`src/hw/scan_ctrl_pkg.sv`:
```
/*
  Constants, register map and carrier types for the run/stop and scan
  sequencing controller. Assumes a 250 MHz single clock and an APB master
  with 32-bit data.
*/
// Operation
// Run/stop input low holds the application stopped, whatever the terminal says.
// Rising edge on the run/stop input starts the application running.
// Run/stop input high: terminal run and stop commands act freely.
// Stop from the physical input outranks run from terminal or network.
// Input fault stops; fault clearing with input high resumes running.
// Cold start runs only if input high and fault-free.
// Warm restart runs only if input high, fault-free, no prior stop command.
// Warm restart: low or faulty stops; high-but-stopped before break stays stopped.
// Cyclic mode: scans back to back, internal, inputs, program, outputs.
// Stopped: only internal processing and input read; outputs take fallback.
// Force fallback drives constant 0 or 1, output image untouched.
// Hold fallback keeps each output at its last driven value.
// Periodic mode: period 1 to 255 ms from the period setting word.
// Down-counter loaded with period at scan start; zero launches next scan.
// Early-finishing periodic scan idles in background work until period ends.
// Overlong periodic scan sets period overrun flag, completes, restarts after outputs.
// Scan beyond watchdog limit sets flag, faults, stops at once, flashes lamps.
// Configuring party programs watchdog longer than the scan period.
// Configuring party keeps about 50 ms margin below the watchdog limit.
// Main task lowest, fast task medium and periodic, event tasks highest.
// Higher-priority task preempts lower one, which resumes after it completes.
// Up to 32 or 64 event tasks; top event task outranks the rest.
// Watchdog timer restarts at the start of every scan.
`default_nettype none
package scan_ctrl_pkg;

  // register byte offsets
  localparam logic [7:0] OFS_CTRL     = 8'h00;
  localparam logic [7:0] OFS_STATUS   = 8'h04;
  localparam logic [7:0] OFS_PERIOD   = 8'h08;
  localparam logic [7:0] OFS_WDOG     = 8'h0C;
  localparam logic [7:0] OFS_FALLBACK = 8'h10;
  localparam logic [7:0] OFS_FAST     = 8'h14;
  localparam logic [7:0] OFS_TASK     = 8'h18;

  // control bits (write pulses)
  localparam int CTRL_RUN      = 0;
  localparam int CTRL_STOP     = 1;
  localparam int CTRL_CLRFAULT = 2;

  // status bits
  localparam int ST_RUNNING  = 0;
  localparam int ST_FAULTY   = 1;
  localparam int ST_WDOG     = 2;
  localparam int ST_POVR     = 3;
  localparam int ST_PIN      = 4;
  localparam int ST_PINFAULT = 5;

  // fallback codes, two bits per output group
  localparam logic [1:0] FB_HOLD   = 2'h0;
  localparam logic [1:0] FB_FORCE0 = 2'h2;
  localparam logic [1:0] FB_FORCE1 = 2'h3;

  // reset values
  localparam logic [7:0]  PERIOD_RST = 8'h00;
  localparam logic [9:0]  WDOG_RST   = 10'h0FA;
  localparam logic [7:0]  FAST_RST   = 8'h00;

  // timing
  localparam int CLK_NS        = 4;
  localparam int MS_NS         = 1000000;
  localparam int MS_CYCLES     = MS_NS / CLK_NS;
  localparam int FLASH_HALF_MS = 250;
  localparam int START_WAIT    = 3;

  typedef enum logic [4:0] {
    PH_IDLE = 5'b00001,
    PH_IP   = 5'b00010,
    PH_IN   = 5'b00100,
    PH_PROG = 5'b01000,
    PH_OUT  = 5'b10000
  } scanPhase_t;

  typedef struct packed {
    logic       mainTask;
    logic       fastTask;
    logic       eventTask;
    logic [5:0] eventNum;
  } taskGrant_t;

endpackage
`default_nettype wire

```
`src/hw/scan_run_ctrl.sv`:
```
/*
  Run/stop state, restart decision, scan phase sequencer, period and
  watchdog timing, output fallback and task arbitration, with an APB
  register file. Assumes phase and task done strobes come from logic on
  clk; run/stop pin, pin fault and restart straps come from outside.
*/
`default_nettype none
module scan_run_ctrl
  import scan_ctrl_pkg::*;
#(
  parameter int MS_CNT  = MS_CYCLES,
  parameter int GROUPS  = 4,
  parameter int NEV     = 32
) (
  // clock and reset
  input  wire logic                  clk,
  input  wire logic                  resetn,
  // apb slave
  input  wire logic                  psel,
  input  wire logic                  penable,
  input  wire logic                  pwrite,
  input  wire logic [7:0]            paddr,
  input  wire logic [31:0]           pwdata,
  output logic      [31:0]           prdata,
  output logic                       pready,
  output logic                       pslverr,
  // run/stop pin and restart context (asynchronous)
  input  wire logic                  runPin,
  input  wire logic                  runPinFault,
  input  wire logic                  warmStart,
  input  wire logic                  keptStopped,
  output logic                       keepStopped,
  // scan phases
  output scanPhase_t                 phase,
  input  wire logic                  phaseDone,
  // outputs and their image
  input  wire logic [GROUPS*8-1:0]   outImage,
  output logic      [GROUPS*8-1:0]   physOut,
  // tasks
  input  wire logic [NEV-1:0]        eventReq,
  input  wire logic                  taskDone,
  output taskGrant_t                 grant,
  // lamps and state
  output logic                       running,
  output logic                       runLamp,
  output logic                       errLamp
);

  localparam int NO = GROUPS * 8;

  // synchronisers for asynchronous inputs
  logic [3:0] syncA_ff;
  logic [3:0] syncB_ff;
  always_ff @(posedge clk or negedge resetn) begin
    if (!resetn) begin
      syncA_ff <= 4'h0;
      syncB_ff <= 4'h0;
    end else begin
      syncA_ff <= {keptStopped, warmStart, runPinFault, runPin};
      syncB_ff <= syncA_ff;
    end
  end
  logic pinHigh, pinFault, warmS, keptStopS;
  assign pinHigh   = syncB_ff[0];
  assign pinFault  = syncB_ff[1];
  assign warmS     = syncB_ff[2];
  assign keptStopS = syncB_ff[3];

  // millisecond tick
  logic [$clog2(MS_CNT)-1:0] msDiv_ff;
  logic                      msTick_ff;
  always_ff @(posedge clk or negedge resetn) begin
    if (!resetn) begin
      msDiv_ff  <= '0;
      msTick_ff <= 1'b0;
    end else if (msDiv_ff == ($clog2(MS_CNT))'(MS_CNT - 1)) begin
      msDiv_ff  <= '0;
      msTick_ff <= 1'b1;
    end else begin
      msDiv_ff  <= msDiv_ff + 1'b1;
      msTick_ff <= 1'b0;
    end
  end

  // registers
  logic [7:0]          period_ff;
  logic [9:0]          wdLimit_ff;
  logic [7:0]          fastPeriod_ff;
  logic [2*GROUPS-1:0] fallback_ff;
  logic                wdFlag_ff;
  logic                povrFlag_ff;
  logic                faulty_ff;
  logic                running_ff;

  logic apbWr, apbRd;
  assign apbWr = psel & penable & pready & pwrite;
  assign apbRd = psel & ~penable;

  logic mapped;
  always_comb begin
    case (paddr)
      OFS_CTRL, OFS_STATUS, OFS_PERIOD, OFS_WDOG, OFS_FALLBACK, OFS_FAST, OFS_TASK: mapped = 1'b1;
      default: mapped = 1'b0;
    endcase
  end

  logic [31:0] rdMux;
  always_comb begin
    rdMux = 32'h0;
    case (paddr)
      OFS_STATUS: begin
        rdMux[ST_RUNNING]  = running_ff;
        rdMux[ST_FAULTY]   = faulty_ff;
        rdMux[ST_WDOG]     = wdFlag_ff;
        rdMux[ST_POVR]     = povrFlag_ff;
        rdMux[ST_PIN]      = pinHigh;
        rdMux[ST_PINFAULT] = pinFault;
      end
      OFS_PERIOD:   rdMux[7:0] = period_ff;
      OFS_WDOG:     rdMux[9:0] = wdLimit_ff;
      OFS_FALLBACK: rdMux[2*GROUPS-1:0] = fallback_ff;
      OFS_FAST:     rdMux[7:0] = fastPeriod_ff;
      OFS_TASK:     rdMux[8:0] = grant;
      default:      rdMux = 32'h0;
    endcase
  end

  // zero wait: ready rises in the setup cycle's following edge
  always_ff @(posedge clk or negedge resetn) begin
    if (!resetn) begin
      pready  <= 1'b0;
      pslverr <= 1'b0;
      prdata  <= 32'h0;
    end else if (apbRd) begin
      pready  <= 1'b1;
      pslverr <= ~mapped;
      prdata  <= pwrite ? 32'h0 : rdMux;
    end else begin
      pready  <= 1'b0;
      pslverr <= 1'b0;
    end
  end

  always_ff @(posedge clk or negedge resetn) begin
    if (!resetn) begin
      period_ff     <= PERIOD_RST;
      wdLimit_ff    <= WDOG_RST;
      fastPeriod_ff <= FAST_RST;
      fallback_ff   <= '0;
    end else if (apbWr) begin
      case (paddr)
        OFS_PERIOD:   period_ff     <= pwdata[7:0];
        OFS_WDOG:     wdLimit_ff    <= pwdata[9:0];
        OFS_FALLBACK: fallback_ff   <= pwdata[2*GROUPS-1:0];
        OFS_FAST:     fastPeriod_ff <= pwdata[7:0];
        default:      period_ff     <= period_ff;
      endcase
    end
  end

  logic cmdRun, cmdStop, cmdClrFault;
  assign cmdRun      = apbWr & (paddr == OFS_CTRL) & pwdata[CTRL_RUN];
  assign cmdStop     = apbWr & (paddr == OFS_CTRL) & pwdata[CTRL_STOP];
  assign cmdClrFault = apbWr & (paddr == OFS_CTRL) & pwdata[CTRL_CLRFAULT];
  logic stsWr;
  assign stsWr = apbWr & (paddr == OFS_STATUS);

  // restart decision after reset release; straps settle through the synchroniser first
  logic [1:0] startCnt_ff;
  logic       started_ff;
  logic       prevPin_ff;
  logic       prevFault_ff;
  logic       wdTrip;
  always_ff @(posedge clk or negedge resetn) begin
    if (!resetn) begin
      startCnt_ff <= 2'h0;
      started_ff  <= 1'b0;
    end else if (!started_ff) begin
      if (startCnt_ff == 2'(START_WAIT - 1)) begin
        started_ff <= 1'b1;
      end
      startCnt_ff <= startCnt_ff + 2'h1;
    end
  end

  always_ff @(posedge clk or negedge resetn) begin
    if (!resetn) begin
      prevPin_ff   <= 1'b0;
      prevFault_ff <= 1'b0;
    end else begin
      prevPin_ff   <= pinHigh;
      prevFault_ff <= pinFault;
    end
  end

  always_ff @(posedge clk or negedge resetn) begin
    if (!resetn) begin
      running_ff <= 1'b0;
    end else if (!started_ff) begin
      if (startCnt_ff == 2'(START_WAIT - 1)) begin
        running_ff <= pinHigh & ~pinFault & ~(warmS & keptStopS);
      end
    end else if (!pinHigh || pinFault || wdTrip || faulty_ff) begin
      running_ff <= 1'b0;
    end else if (!prevPin_ff) begin
      running_ff <= 1'b1;
    end else if (prevFault_ff) begin
      running_ff <= 1'b1;
    end else if (cmdStop) begin
      running_ff <= 1'b0;
    end else if (cmdRun) begin
      running_ff <= 1'b1;
    end
  end

  // retained for the next warm restart: pin high but stopped
  always_ff @(posedge clk or negedge resetn) begin
    if (!resetn) begin
      keepStopped <= 1'b0;
    end else if (started_ff) begin
      keepStopped <= pinHigh & ~pinFault & ~running_ff;
    end
  end

  // scan sequencer
  scanPhase_t phase_ff;
  logic [7:0] perCnt_ff;
  logic       perExp_ff;
  logic [9:0] wdCnt_ff;
  logic       periodic;
  logic       mainGo;
  logic       scanEnd;
  logic       scanStart;
  assign periodic = (period_ff != 8'h00);
  assign mainGo   = grant.mainTask & phaseDone;
  assign scanEnd  = mainGo & ((phase_ff == PH_OUT) | ((phase_ff == PH_IN) & ~running_ff));
  assign scanStart = started_ff & (((phase_ff == PH_IDLE) & (perExp_ff | ~periodic))
                   | (scanEnd & (~periodic | perExp_ff)));

  always_ff @(posedge clk or negedge resetn) begin
    if (!resetn) begin
      phase_ff <= PH_IDLE;
    end else begin
      case (phase_ff)
        PH_IDLE: if (scanStart) phase_ff <= PH_IP;
        PH_IP:   if (mainGo) phase_ff <= PH_IN;
        PH_IN: begin
          if (mainGo && running_ff) begin
            phase_ff <= PH_PROG;
          end else if (scanEnd) begin
            phase_ff <= scanStart ? PH_IP : PH_IDLE;
          end
        end
        PH_PROG: if (mainGo) phase_ff <= PH_OUT;
        PH_OUT: begin
          if (scanEnd) begin
            phase_ff <= scanStart ? PH_IP : PH_IDLE;
          end
        end
        default: phase_ff <= PH_IDLE;
      endcase
    end
  end
  assign phase = phase_ff;

  // period down-counter, in milliseconds
  always_ff @(posedge clk or negedge resetn) begin
    if (!resetn) begin
      perCnt_ff <= 8'h00;
      perExp_ff <= 1'b0;
    end else if (scanStart) begin
      perCnt_ff <= period_ff;
      perExp_ff <= 1'b0;
    end else if (perCnt_ff == 8'h00) begin
      perExp_ff <= 1'b1; // zero left by cyclic mode counts as expired, else a switch stalls
    end else if (msTick_ff && perCnt_ff != 8'h00) begin
      perCnt_ff <= perCnt_ff - 8'h01;
      if (perCnt_ff == 8'h01) begin
        perExp_ff <= 1'b1;
      end
    end
  end

  logic povrSet;
  assign povrSet = periodic & msTick_ff & (perCnt_ff == 8'h01) & (phase_ff != PH_IDLE) & ~scanStart;
  always_ff @(posedge clk or negedge resetn) begin
    if (!resetn) begin
      povrFlag_ff <= 1'b0;
    end else if (povrSet) begin
      povrFlag_ff <= 1'b1;
    end else if (stsWr && pwdata[ST_POVR]) begin
      povrFlag_ff <= 1'b0;
    end
  end

  // watchdog, measured per scan while running
  assign wdTrip = running_ff & (phase_ff != PH_IDLE) & (wdCnt_ff >= wdLimit_ff);
  always_ff @(posedge clk or negedge resetn) begin
    if (!resetn) begin
      wdCnt_ff <= 10'h000;
    end else if (scanStart) begin
      wdCnt_ff <= 10'h000;
    end else if (msTick_ff && phase_ff != PH_IDLE && wdCnt_ff != 10'h3FF) begin
      wdCnt_ff <= wdCnt_ff + 10'h001;
    end
  end

  always_ff @(posedge clk or negedge resetn) begin
    if (!resetn) begin
      wdFlag_ff <= 1'b0;
      faulty_ff <= 1'b0;
    end else begin
      if (wdTrip) begin
        wdFlag_ff <= 1'b1;
      end else if (stsWr && pwdata[ST_WDOG]) begin
        wdFlag_ff <= 1'b0;
      end
      if (wdTrip) begin
        faulty_ff <= 1'b1;
      end else if (cmdClrFault) begin
        faulty_ff <= 1'b0;
      end
    end
  end

  // physical outputs: image while running, fallback while stopped
  logic [NO-1:0] lastOut_ff;
  always_ff @(posedge clk or negedge resetn) begin
    if (!resetn) begin
      lastOut_ff <= '0;
    end else if (running_ff && scanEnd && phase_ff == PH_OUT) begin
      lastOut_ff <= outImage;
    end
  end

  always_ff @(posedge clk or negedge resetn) begin
    if (!resetn) begin
      physOut <= '0;
    end else begin
      for (int g = 0; g < GROUPS; g++) begin
        if (running_ff) begin
          physOut[g*8 +: 8] <= lastOut_ff[g*8 +: 8];
        end else begin
          case (fallback_ff[2*g +: 2])
            FB_FORCE0: physOut[g*8 +: 8] <= 8'h00;
            FB_FORCE1: physOut[g*8 +: 8] <= 8'hFF;
            default:   physOut[g*8 +: 8] <= lastOut_ff[g*8 +: 8];
          endcase
        end
      end
    end
  end

  // fast task period timer, absent when its period is zero
  logic [7:0] fastCnt_ff;
  logic       fastPend_ff;
  logic       fastTick;
  assign fastTick = running_ff & (fastPeriod_ff != 8'h00) & msTick_ff & (fastCnt_ff <= 8'h01);
  always_ff @(posedge clk or negedge resetn) begin
    if (!resetn) begin
      fastCnt_ff <= 8'h00;
    end else if (!running_ff || fastTick) begin
      fastCnt_ff <= fastPeriod_ff;
    end else if (msTick_ff) begin
      fastCnt_ff <= fastCnt_ff - 8'h01;
    end
  end

  always_ff @(posedge clk or negedge resetn) begin
    if (!resetn) begin
      fastPend_ff <= 1'b0;
    end else if (!running_ff) begin
      fastPend_ff <= 1'b0;
    end else if (fastTick) begin
      fastPend_ff <= 1'b1;
    end else if (taskDone && grant.fastTask) begin
      fastPend_ff <= 1'b0;
    end
  end

  // event tasks; a pending bit stays until its task reports done or the controller stops running
  logic [NEV-1:0] evPend_ff;
  logic [NEV-1:0] evClr;
  always_comb begin
    evClr = '0;
    if (taskDone && grant.eventTask) begin
      evClr[grant.eventNum[$clog2(NEV)-1:0]] = 1'b1;
    end
  end
  always_ff @(posedge clk or negedge resetn) begin
    if (!resetn) begin
      evPend_ff <= '0;
    end else if (!running_ff) begin
      evPend_ff <= '0;
    end else begin
      evPend_ff <= (evPend_ff & ~evClr) | eventReq;
    end
  end

  // arbitration: an event in service keeps the grant unless the top event task arrives
  taskGrant_t nxt_grant;
  logic       evBusy;
  logic [5:0] evPick;
  assign evBusy = grant.eventTask & evPend_ff[grant.eventNum[$clog2(NEV)-1:0]];
  always_comb begin
    evPick = 6'h00;
    for (int i = NEV - 1; i >= 0; i--) begin
      if (evPend_ff[i]) begin
        evPick = 6'(i);
      end
    end
    nxt_grant = '0;
    if (evPend_ff[0]) begin
      nxt_grant.eventTask = 1'b1;
    end else if (evBusy) begin
      nxt_grant.eventTask = 1'b1;
      nxt_grant.eventNum  = grant.eventNum;
    end else if (evPend_ff != '0) begin
      nxt_grant.eventTask = 1'b1;
      nxt_grant.eventNum  = evPick;
    end else if (fastPend_ff) begin
      nxt_grant.fastTask = 1'b1;
    end else begin
      nxt_grant.mainTask = 1'b1;
    end
  end

  always_ff @(posedge clk or negedge resetn) begin
    if (!resetn) begin
      grant <= '{mainTask: 1'b1, fastTask: 1'b0, eventTask: 1'b0, eventNum: 6'h00};
    end else if (taskDone && !grant.mainTask) begin
      grant <= '{mainTask: 1'b1, fastTask: 1'b0, eventTask: 1'b0, eventNum: 6'h00};
    end else begin
      grant <= nxt_grant;
    end
  end

  // lamps: flashing together marks a watchdog fault
  logic [7:0] flashCnt_ff;
  logic       flash_ff;
  always_ff @(posedge clk or negedge resetn) begin
    if (!resetn) begin
      flashCnt_ff <= 8'h00;
      flash_ff    <= 1'b0;
    end else if (msTick_ff) begin
      if (flashCnt_ff == 8'(FLASH_HALF_MS - 1)) begin
        flashCnt_ff <= 8'h00;
        flash_ff    <= ~flash_ff;
      end else begin
        flashCnt_ff <= flashCnt_ff + 8'h01;
      end
    end
  end

  always_ff @(posedge clk or negedge resetn) begin
    if (!resetn) begin
      runLamp <= 1'b0;
      errLamp <= 1'b0;
      running <= 1'b0;
    end else begin
      runLamp <= faulty_ff ? flash_ff : running_ff;
      errLamp <= faulty_ff & flash_ff;
      running <= running_ff;
    end
  end

endmodule
`default_nettype wire

```
`config.mk`:
```
export PLATFORM = sky130hd
export DESIGN_NAME = scan_run_ctrl
export DESIGN_NICKNAME = d
export VERILOG_FILES = /design/src/hw/scan_ctrl_pkg.sv /design/src/hw/scan_run_ctrl.sv
export SDC_FILE = /design/constraint.sdc
export NUM_CORES = 1
export LEC_CHECK = 0
export ABC_AREA = 1
export ABC_CLOCK_PERIOD_IN_PS = 2900
export BUFFER_PORTS_ARGS = -buffer_cell sky130_fd_sc_hd__buf_2
export CORE_MARGIN = 2
export CORE_UTILIZATION = 55
export DETAILED_ROUTE_END_ITERATION = 8
export PLACE_DENSITY = 0.88
export SLEW_MARGIN = 30
export SYNTH_ARGS = -nofsm -noshare
export SYNTH_HDL_FRONTEND = slang
export SYNTH_SLANG_ARGS = --single-unit
```
`constraint.sdc`:
```
create_clock -name clk -period 2.9 [get_ports clk]
set_clock_uncertainty 0.15 [all_clocks]
set_input_delay 0.435 -clock clk [delete_from_list [all_inputs] [get_ports clk]]
set_output_delay 0.435 -clock clk [all_outputs]
set_load 0.03 [all_outputs]
```
==> results of run 1 <==
==> cells in the final DEF (no fill, tap or decap), types with 6 or more instances in the layout <==
cell / count
a21oi_1: 71
buf_2: 152
buf_4: 9
clkbuf_16: 24
clkinv_2: 6
conb_1: 23
dfrtp_1: 224
dfstp_2: 8
dlygate4sd3_1: 48
ha_1: 19
inv_1: 200
inv_2: 9
mux2_2: 33
nand2_1: 226
nand3_1: 30
nand4_1: 14
nor2_1: 89
nor3_1: 28
nor4_1: 12
o211ai_1: 6
o21ai_0: 149
o221ai_1: 9
o22ai_1: 13
xor2_1: 19
==> sequential cells by signal, indices dropped and copies added, names as in the netlist, 8 cells and up <==
signal         flops
evPend_ff         32
fallback_ff        8
fastCnt_ff         8
fastPeriod_ff      8
flashCnt_ff        8
grant              8
lastOut_ff        32
msDiv_ff          18
perCnt_ff          8
period_ff          8
physOut           32
prdata            10
wdCnt_ff          10
wdLimit_ff        10
==> power by group <==
group / leakage, nW / switching [mW] / total [mW] / internal (mW)
combinational: 3.45 / 0.589 / 0.863 / 0.274
clock: 0.406 / 1.28 / 3.18 / 1.90
sequential: 3.12 / 0.0514 / 3.36 / 3.31
==> how the worst max path moves through the flow <==
stage / cells past startpoint / endpoint / from
after global placement: 11 / running_ff$_DFFE_PN0P_ / wdLimit_ff[5]$_DFFE_PN1P_
final: 11 / running_ff$_DFFE_PN0P_ / wdLimit_ff[5]$_DFFE_PN1P_
after global routing: 11 / running_ff$_DFFE_PN0P_ / wdLimit_ff[5]$_DFFE_PN1P_
after floorplan: 11 / running_ff$_DFFE_PN0P_ / wdLimit_ff[5]$_DFFE_PN1P_
after CTS: 11 / running_ff$_DFFE_PN0P_ / wdLimit_ff[5]$_DFFE_PN1P_
after detailed placement: 11 / running_ff$_DFFE_PN0P_ / wdLimit_ff[5]$_DFFE_PN1P_
==> cell families (layout without fill, tap and decap cells) <==
logic type,count (synthesis),in the layout,synth area share
and+or+nand+nor,409,409,0.156
DFF,232,232,0.526
adders and majority gates,19,19,0.0215
buffers and inverters,254,466,0.0944
other,1,24,0.000339
AOI/OAI and AO/OA,289,289,0.149
xor gates and xnor gates,23,23,0.0182
muxes,33,33,0.0336
==> stage by stage <==
step / hold slack (ns) / power [mW]
after global placement: 0.182 / 4.18
after detailed placement: 0.185 / 4.21
final: 0.00213 / 7.40
after global routing: 0.00823 / 7.67
after floorplan: -0.0106 / 3.93
after CTS: 0.000858 / 7.41
==> per-layer routing <==
layer	global-route usage	vias up	share of wire
li1	-	4534	-
met1	0.379	4789	0.40
met2	0.479	533	0.48
met3	0.0549	123	0.081
met4	0.122	0	0.043
met5	0	-	0
==> critical path: stages, from the launching register on <==
cell and delay, ns:
dfstp_2 0.53, inv_1 0.07, ha_1 0.30, nand2_1 0.08, or4_1 0.55, o2111ai_2 0.25, nand3_1 0.19, nand2_1 0.10
nor2_1 0.05, nand3_1 0.10, a21oi_1 0.07, a41oi_1 0.17
==> layout make-up <==
| cell class | instances | area share |
|---|---|---|
| antenna | 1 | 0.000187 |
| sequential | 232 | 0.434 |
| clock buffer | 32 | 0.0500 |
| multi-input combinational | 796 | 0.319 |
| clock inverter | 12 | 0.0114 |
| timing repair buffer | 212 | 0.102 |
| inverter | 210 | 0.0588 |
| tap | 265 | 0.0247 |
==> repair_timing <==
item | in CTS | in global routing
gates resized for setup | 0 | 1
hold buffers | 48 | 0
endpoints found under the hold margin | 105 | 0
endpoints found under the setup margin | 0 | 1
==> qor.csv, run 1 <==
stage,metric,value,unit
clock_tree,clkTransAtPathRegs,0.06,ns
worst_setup_path,crit_type,reg -> reg,
grt,grt.total_usage,0.290,
sta,fin_tns_setup,0,ns
power_and_ir_drop,ir_drop,0.459,mV
worst_setup_path,r2r_cells,11,
cells_and_area,stdcell_count,1760,
grt,grt_first_pass_wirelength,50.0,mm
placement,place_ws,0.212,ns
sta,slew_violations,0,
yosys,netlist_area,11000,um^2
cells_and_area,fin_area,13400,um^2
sta,worst_slack,0.230,ns
yosys,synth-main-ff-cell,dfrtp_1,
cells_and_area,multi_input_area,4280,um^2
route,num_vias,9979,
clock_tree,cts_buffers,24,
route,wl_per_cell,17.5,um
worst_setup_path,crit_arrival,2.96,ns
yosys,syn_area_per_cell,8.77,um^2
yosys,seq_area_frac_synth,0.526,
worst_setup_path,reg2reg_to,running_ff$_DFFE_PN0P_,
worst_setup_path,crit_required,3.19,ns
clock_tree,h-tree-depth,1,
die,core_area,19600,um^2
yosys,ys_async_sr_fraction,1.00,
power_and_ir_drop,cellPowerDensity,552,nW/um^2
yosys,yosys.area.top_type_share,0.507,
worst_setup_path,crit_path_start_kind,flip-flop,
route,dr.pass1.iters,6,
sta,grt_setup_unrepaired,no,
clock_tree,cts_buffer_depth,3,
route,vias_per_cell,5.67,
placement,dp.cells,1667,
die,start_util,0.564,
grt,grt_overflow_total,0,
die,pin_count,199,
hold_path,hold-path-endpoint,lastOut_ff[6]$_DFFE_PN0P_,
grt,antenna_found_initial,1,
placement,gp_congestion,0.981,
die,rows,51,
placement,portBuffers,153,
clock_tree,cts_root_buf,clkbuf_16,
sta,slew_headroom,0.602,
hold_path,whs_path_depth,2,
cells_and_area,final_util,0.684,
sta,fmax,374,MHz
route,drc,0,
placement,dpl_cell_area,12100,um^2
route,wl,30.9,mm
clock_tree,clock-sinks,232,
cells_and_area,fill_cells,1394,
cells_and_area,syn_to_final_growth,21.3,%
placement,post-dp-hpwl,20.6,mm
die,dieArea,21200,um^2
yosys,synth_cell_types,51,
yosys,synthCells,1260,
yosys,yosysMostFrequentCell,nand2_1,
clock_tree,clk_latency,0.54,ns
clock_tree,post_cts_buffers,0,
yosys,synth_top_cells_by_area,"dfrtp_1 51%, nand2_1 7.7%, inv_1 6.8%, o21ai_0 6.7%, mux2_2 3.4%",
sta,fin_crit_sh,0.921,
sta,hold_violations,0,
worst_setup_path,path_max_fanout,3,
worst_setup_path,reg2reg_slack,0.23,ns
run,cap_violations,0,
power_and_ir_drop,p_leak,6.97,nW
sta,setup_viol,0,
sta,min_period,2.67,ns
cells_and_area,drive_gt1_frac,0.178,
yosys,yosysTopAreaCell,dfrtp_1,
yosys,ys_ff_latch,232,
yosys,synth_edf_count,0,
hold_path,hold_start,outImage[6],
yosys,yosys-top-cells-count,"226 x nand2_1, 224 x dfrtp_1, 200 x inv_1, 149 x o21ai_0, 89 x nor2_1",
die,die_h,146,um
hold_path,hp-class,in -> reg,
cells_and_area,nets,1610,
route,drt_iter0_markers,1018,
worst_setup_path,r2r-start,wdLimit_ff[5]$_DFFE_PN1P_,
worst_setup_path,worst_setup_path_end_kind,flip-flop,
route,antenna_left,0,
grt,grt_max_degree,70,
grt,grt_pass1_vias,9874,
yosys,yosysWarnings,0,
die,fp.dieW,146,um
sta,tightest_slew,0.592,ns
outcome,status,completed,
cells_and_area,seq_area,5820,um^2
clock_tree,cts_tree,done,
Note: power is estimated with default switching activity, not from simulation.
==> run 2: changes to the inputs <==
- CORE_UTILIZATION: 55 -> 50
- PLACE_DENSITY: 0.88 -> 0.82
==> run 2 against run 1 <==
Sequential share of layout area up 0.32 points; non-clock buffer count down 9; via count down 3.9%; worst setup slack worse by 0.075 ns; cell count up 0.34%; design area down 0.74%; maximum frequency down 2.7%; clock power down 4%; critical endpoint unchanged.
==> qor.csv, run 2 (same netlist as run 1, synthesis figures left out) <==
stage,metric,value,unit,change
clock_tree,cts_buffer_depth,3,,unchanged
clock_tree,cts_buffers,24,,unchanged
sta,tightest_slew,0.613,ns,+0.0210 ns
die,fp.dieW,153,um,+4.7%
clock_tree,clock-sinks,232,,unchanged
power_and_ir_drop,p_leak,6.92,nW,-0.85%
clock_tree,clkTransAtPathRegs,0.06,ns,about the same
clock_tree,clk_latency,0.52,ns,-0.02 ns
worst_setup_path,crit_required,3.19,ns,about the same
worst_setup_path,reg2reg_slack,0.15,ns,-0.07 ns
sta,worst_slack,0.155,ns,-0.0748 ns
worst_setup_path,crit_arrival,3.04,ns,+0.08 ns
placement,gp_congestion,0.980,,about the same
sta,slew_violations,0,,unchanged
grt,grt_overflow_total,0,,unchanged
outcome,status,completed,,
grt,antenna_found_initial,1,,unchanged
cells_and_area,multi_input_area,4270,um^2,-0.15%
placement,post-dp-hpwl,20.4,mm,-0.83%
sta,min_period,2.75,ns,+0.0748 ns
cells_and_area,seq_area,5820,um^2,unchanged
grt,grt_pass1_vias,9487,,-3.9%
placement,place_ws,0.216,ns,+0.00338 ns
placement,dp.cells,1679,,+0.72%
route,antenna_left,0,,unchanged
die,rows,54,,+5.9%
placement,dpl_cell_area,12100,um^2,about the same
cells_and_area,stdcell_count,1766,,+0.34%
route,drc,0,,unchanged
worst_setup_path,worst_setup_path_end_kind,flip-flop,,
sta,fin_crit_sh,0.947,,+0.0258
die,start_util,0.508,,-0.0561
route,num_vias,9587,,-3.9%
clock_tree,cts_tree,done,,
cells_and_area,most-common-layout-cells,"226 x nand2_1, 224 x dfrtp_1, 200 x inv_1",,
cells_and_area,fin_area,13300,um^2,-0.74%
hold_path,hp-class,in -> reg,,
die,die_h,153,um,+4.7%
route,wl_per_cell,16.7,um,-4.5%
cells_and_area,final_common_cell,nand2_1,,
die,core_area,21800,um^2,+11%
route,drt_iter0_markers,876,,-14%
power_and_ir_drop,cellPowerDensity,546,nW/um^2,-1.1%
clock_tree,cts_root_buf,clkbuf_16,,
run,cap_violations,0,,unchanged
cells_and_area,syn_to_final_growth,20.4,%,
cells_and_area,fill_cells,1749,,+25%
worst_setup_path,path_max_fanout,3,,unchanged
sta,setup_viol,0,,unchanged
route,wl,29.6,mm,-4.2%
power_and_ir_drop,ir_drop,0.366,mV,-20%
cells_and_area,top_regs,"evPend_ff x32, lastOut_ff x32, physOut x32",,
grt,grt_first_pass_wirelength,48.1,mm,-3.8%
die,dieArea,23300,um^2,+9.7%
grt,grt_max_degree,92,,+31%
placement,portBuffers,153,,unchanged
worst_setup_path,crit_path_start_kind,flip-flop,,
sta,grt_setup_unrepaired,no,,
route,vias_per_cell,5.43,,-4.3%
worst_setup_path,crit_type,reg -> reg,,
sta,fin_tns_setup,0,ns,unchanged
cells_and_area,drive_gt1_frac,0.177,,-0.000941
die,pin_count,199,,unchanged
cells_and_area,nets,1601,,-0.56%
sta,slew_headroom,0.588,,-0.0141
sta,hold_violations,0,,unchanged
power_and_ir_drop,finalPower,7.27,mW,-1.8%
clock_tree,cts_resized,0,,unchanged
route,dr.pass1.iters,6,,unchanged
sta,fmax,364,MHz,-2.7%
grt,grt.total_usage,0.252,,-0.0385
clock_tree,h-tree-depth,1,,unchanged
[run 2: metal layers]
metal,share of wire,global-route usage,up-vias
li1,-,-,4532
met5,0,0,-
met3,0.078,0.0364,65
met4,0.034,0.0913,0
met1,0.41,0.342,4542
met2,0.48,0.415,448
[run 2: critical path: stages (launching register included)]
cell	delay, ns
dfstp_2	0.53
inv_1	0.07
ha_1	0.30
nand2_1	0.08
or4_1	0.52
o2111ai_1	0.31
nand3_1	0.22
nand2_1	0.11
nor2_1	0.05
nand3_1	0.09
a21oi_1	0.07
a41oi_1	0.17
[run 2: timing repair]
item | in CTS | in global routing
setup buffers | 0 | 0
hold buffers | 42 | 0
hold endpoints to repair | 84 | 0
[run 2: per-stage QoR]
stage | util | hold WS (ns)
2_1_floorplan | - | -0.0106
3_3_place_gp | 0.556 | 0.182
3_5_place_dp | 0.556 | 0.195
4_1_cts | 0.611 | 0.00111
5_1_grt | 0.612 | 0.00315
6_report | 0.612 | 0.00235
[run 2: worst paths after layout]
path                                      startpoint                    endpoint  cells past startpoint
min reg2reg                    syncA_ff[1]$_DFF_PN0_       syncB_ff[1]$_DFF_PN0_                      0
max in group asynchronous                     resetn       physOut[26]$_DFF_PN0_                      3
min in group asynchronous                     resetn      evPend_ff[5]$_DFF_PN0_                      2
max reg2reg                wdLimit_ff[5]$_DFFE_PN1P_      running_ff$_DFFE_PN0P_                     11
min                                     outImage[29]  lastOut_ff[29]$_DFFE_PN0P_                      2
max                        wdLimit_ff[5]$_DFFE_PN1P_      running_ff$_DFFE_PN0P_                     11
[run 2: final cells by class]
type | count | area share
Sequential cell | 232 | 0.437
Inverter | 210 | 0.0592
Tap cell | 280 | 0.0263
Multi-Input combinational cell | 796 | 0.321
Clock inverter | 11 | 0.00752
Antenna cell | 1 | 0.000188
Clock buffer | 33 | 0.0522
Timing Repair Buffer | 203 | 0.0963
[run 2: power breakdown]
group | internal, mW | switching [mW] | total (mW)
Clock | 1.77 | 1.29 | 3.06
Sequential | 3.31 | 0.0515 | 3.36
Combinational | 0.267 | 0.581 | 0.849
Total | 5.35 | 1.92 | 7.27
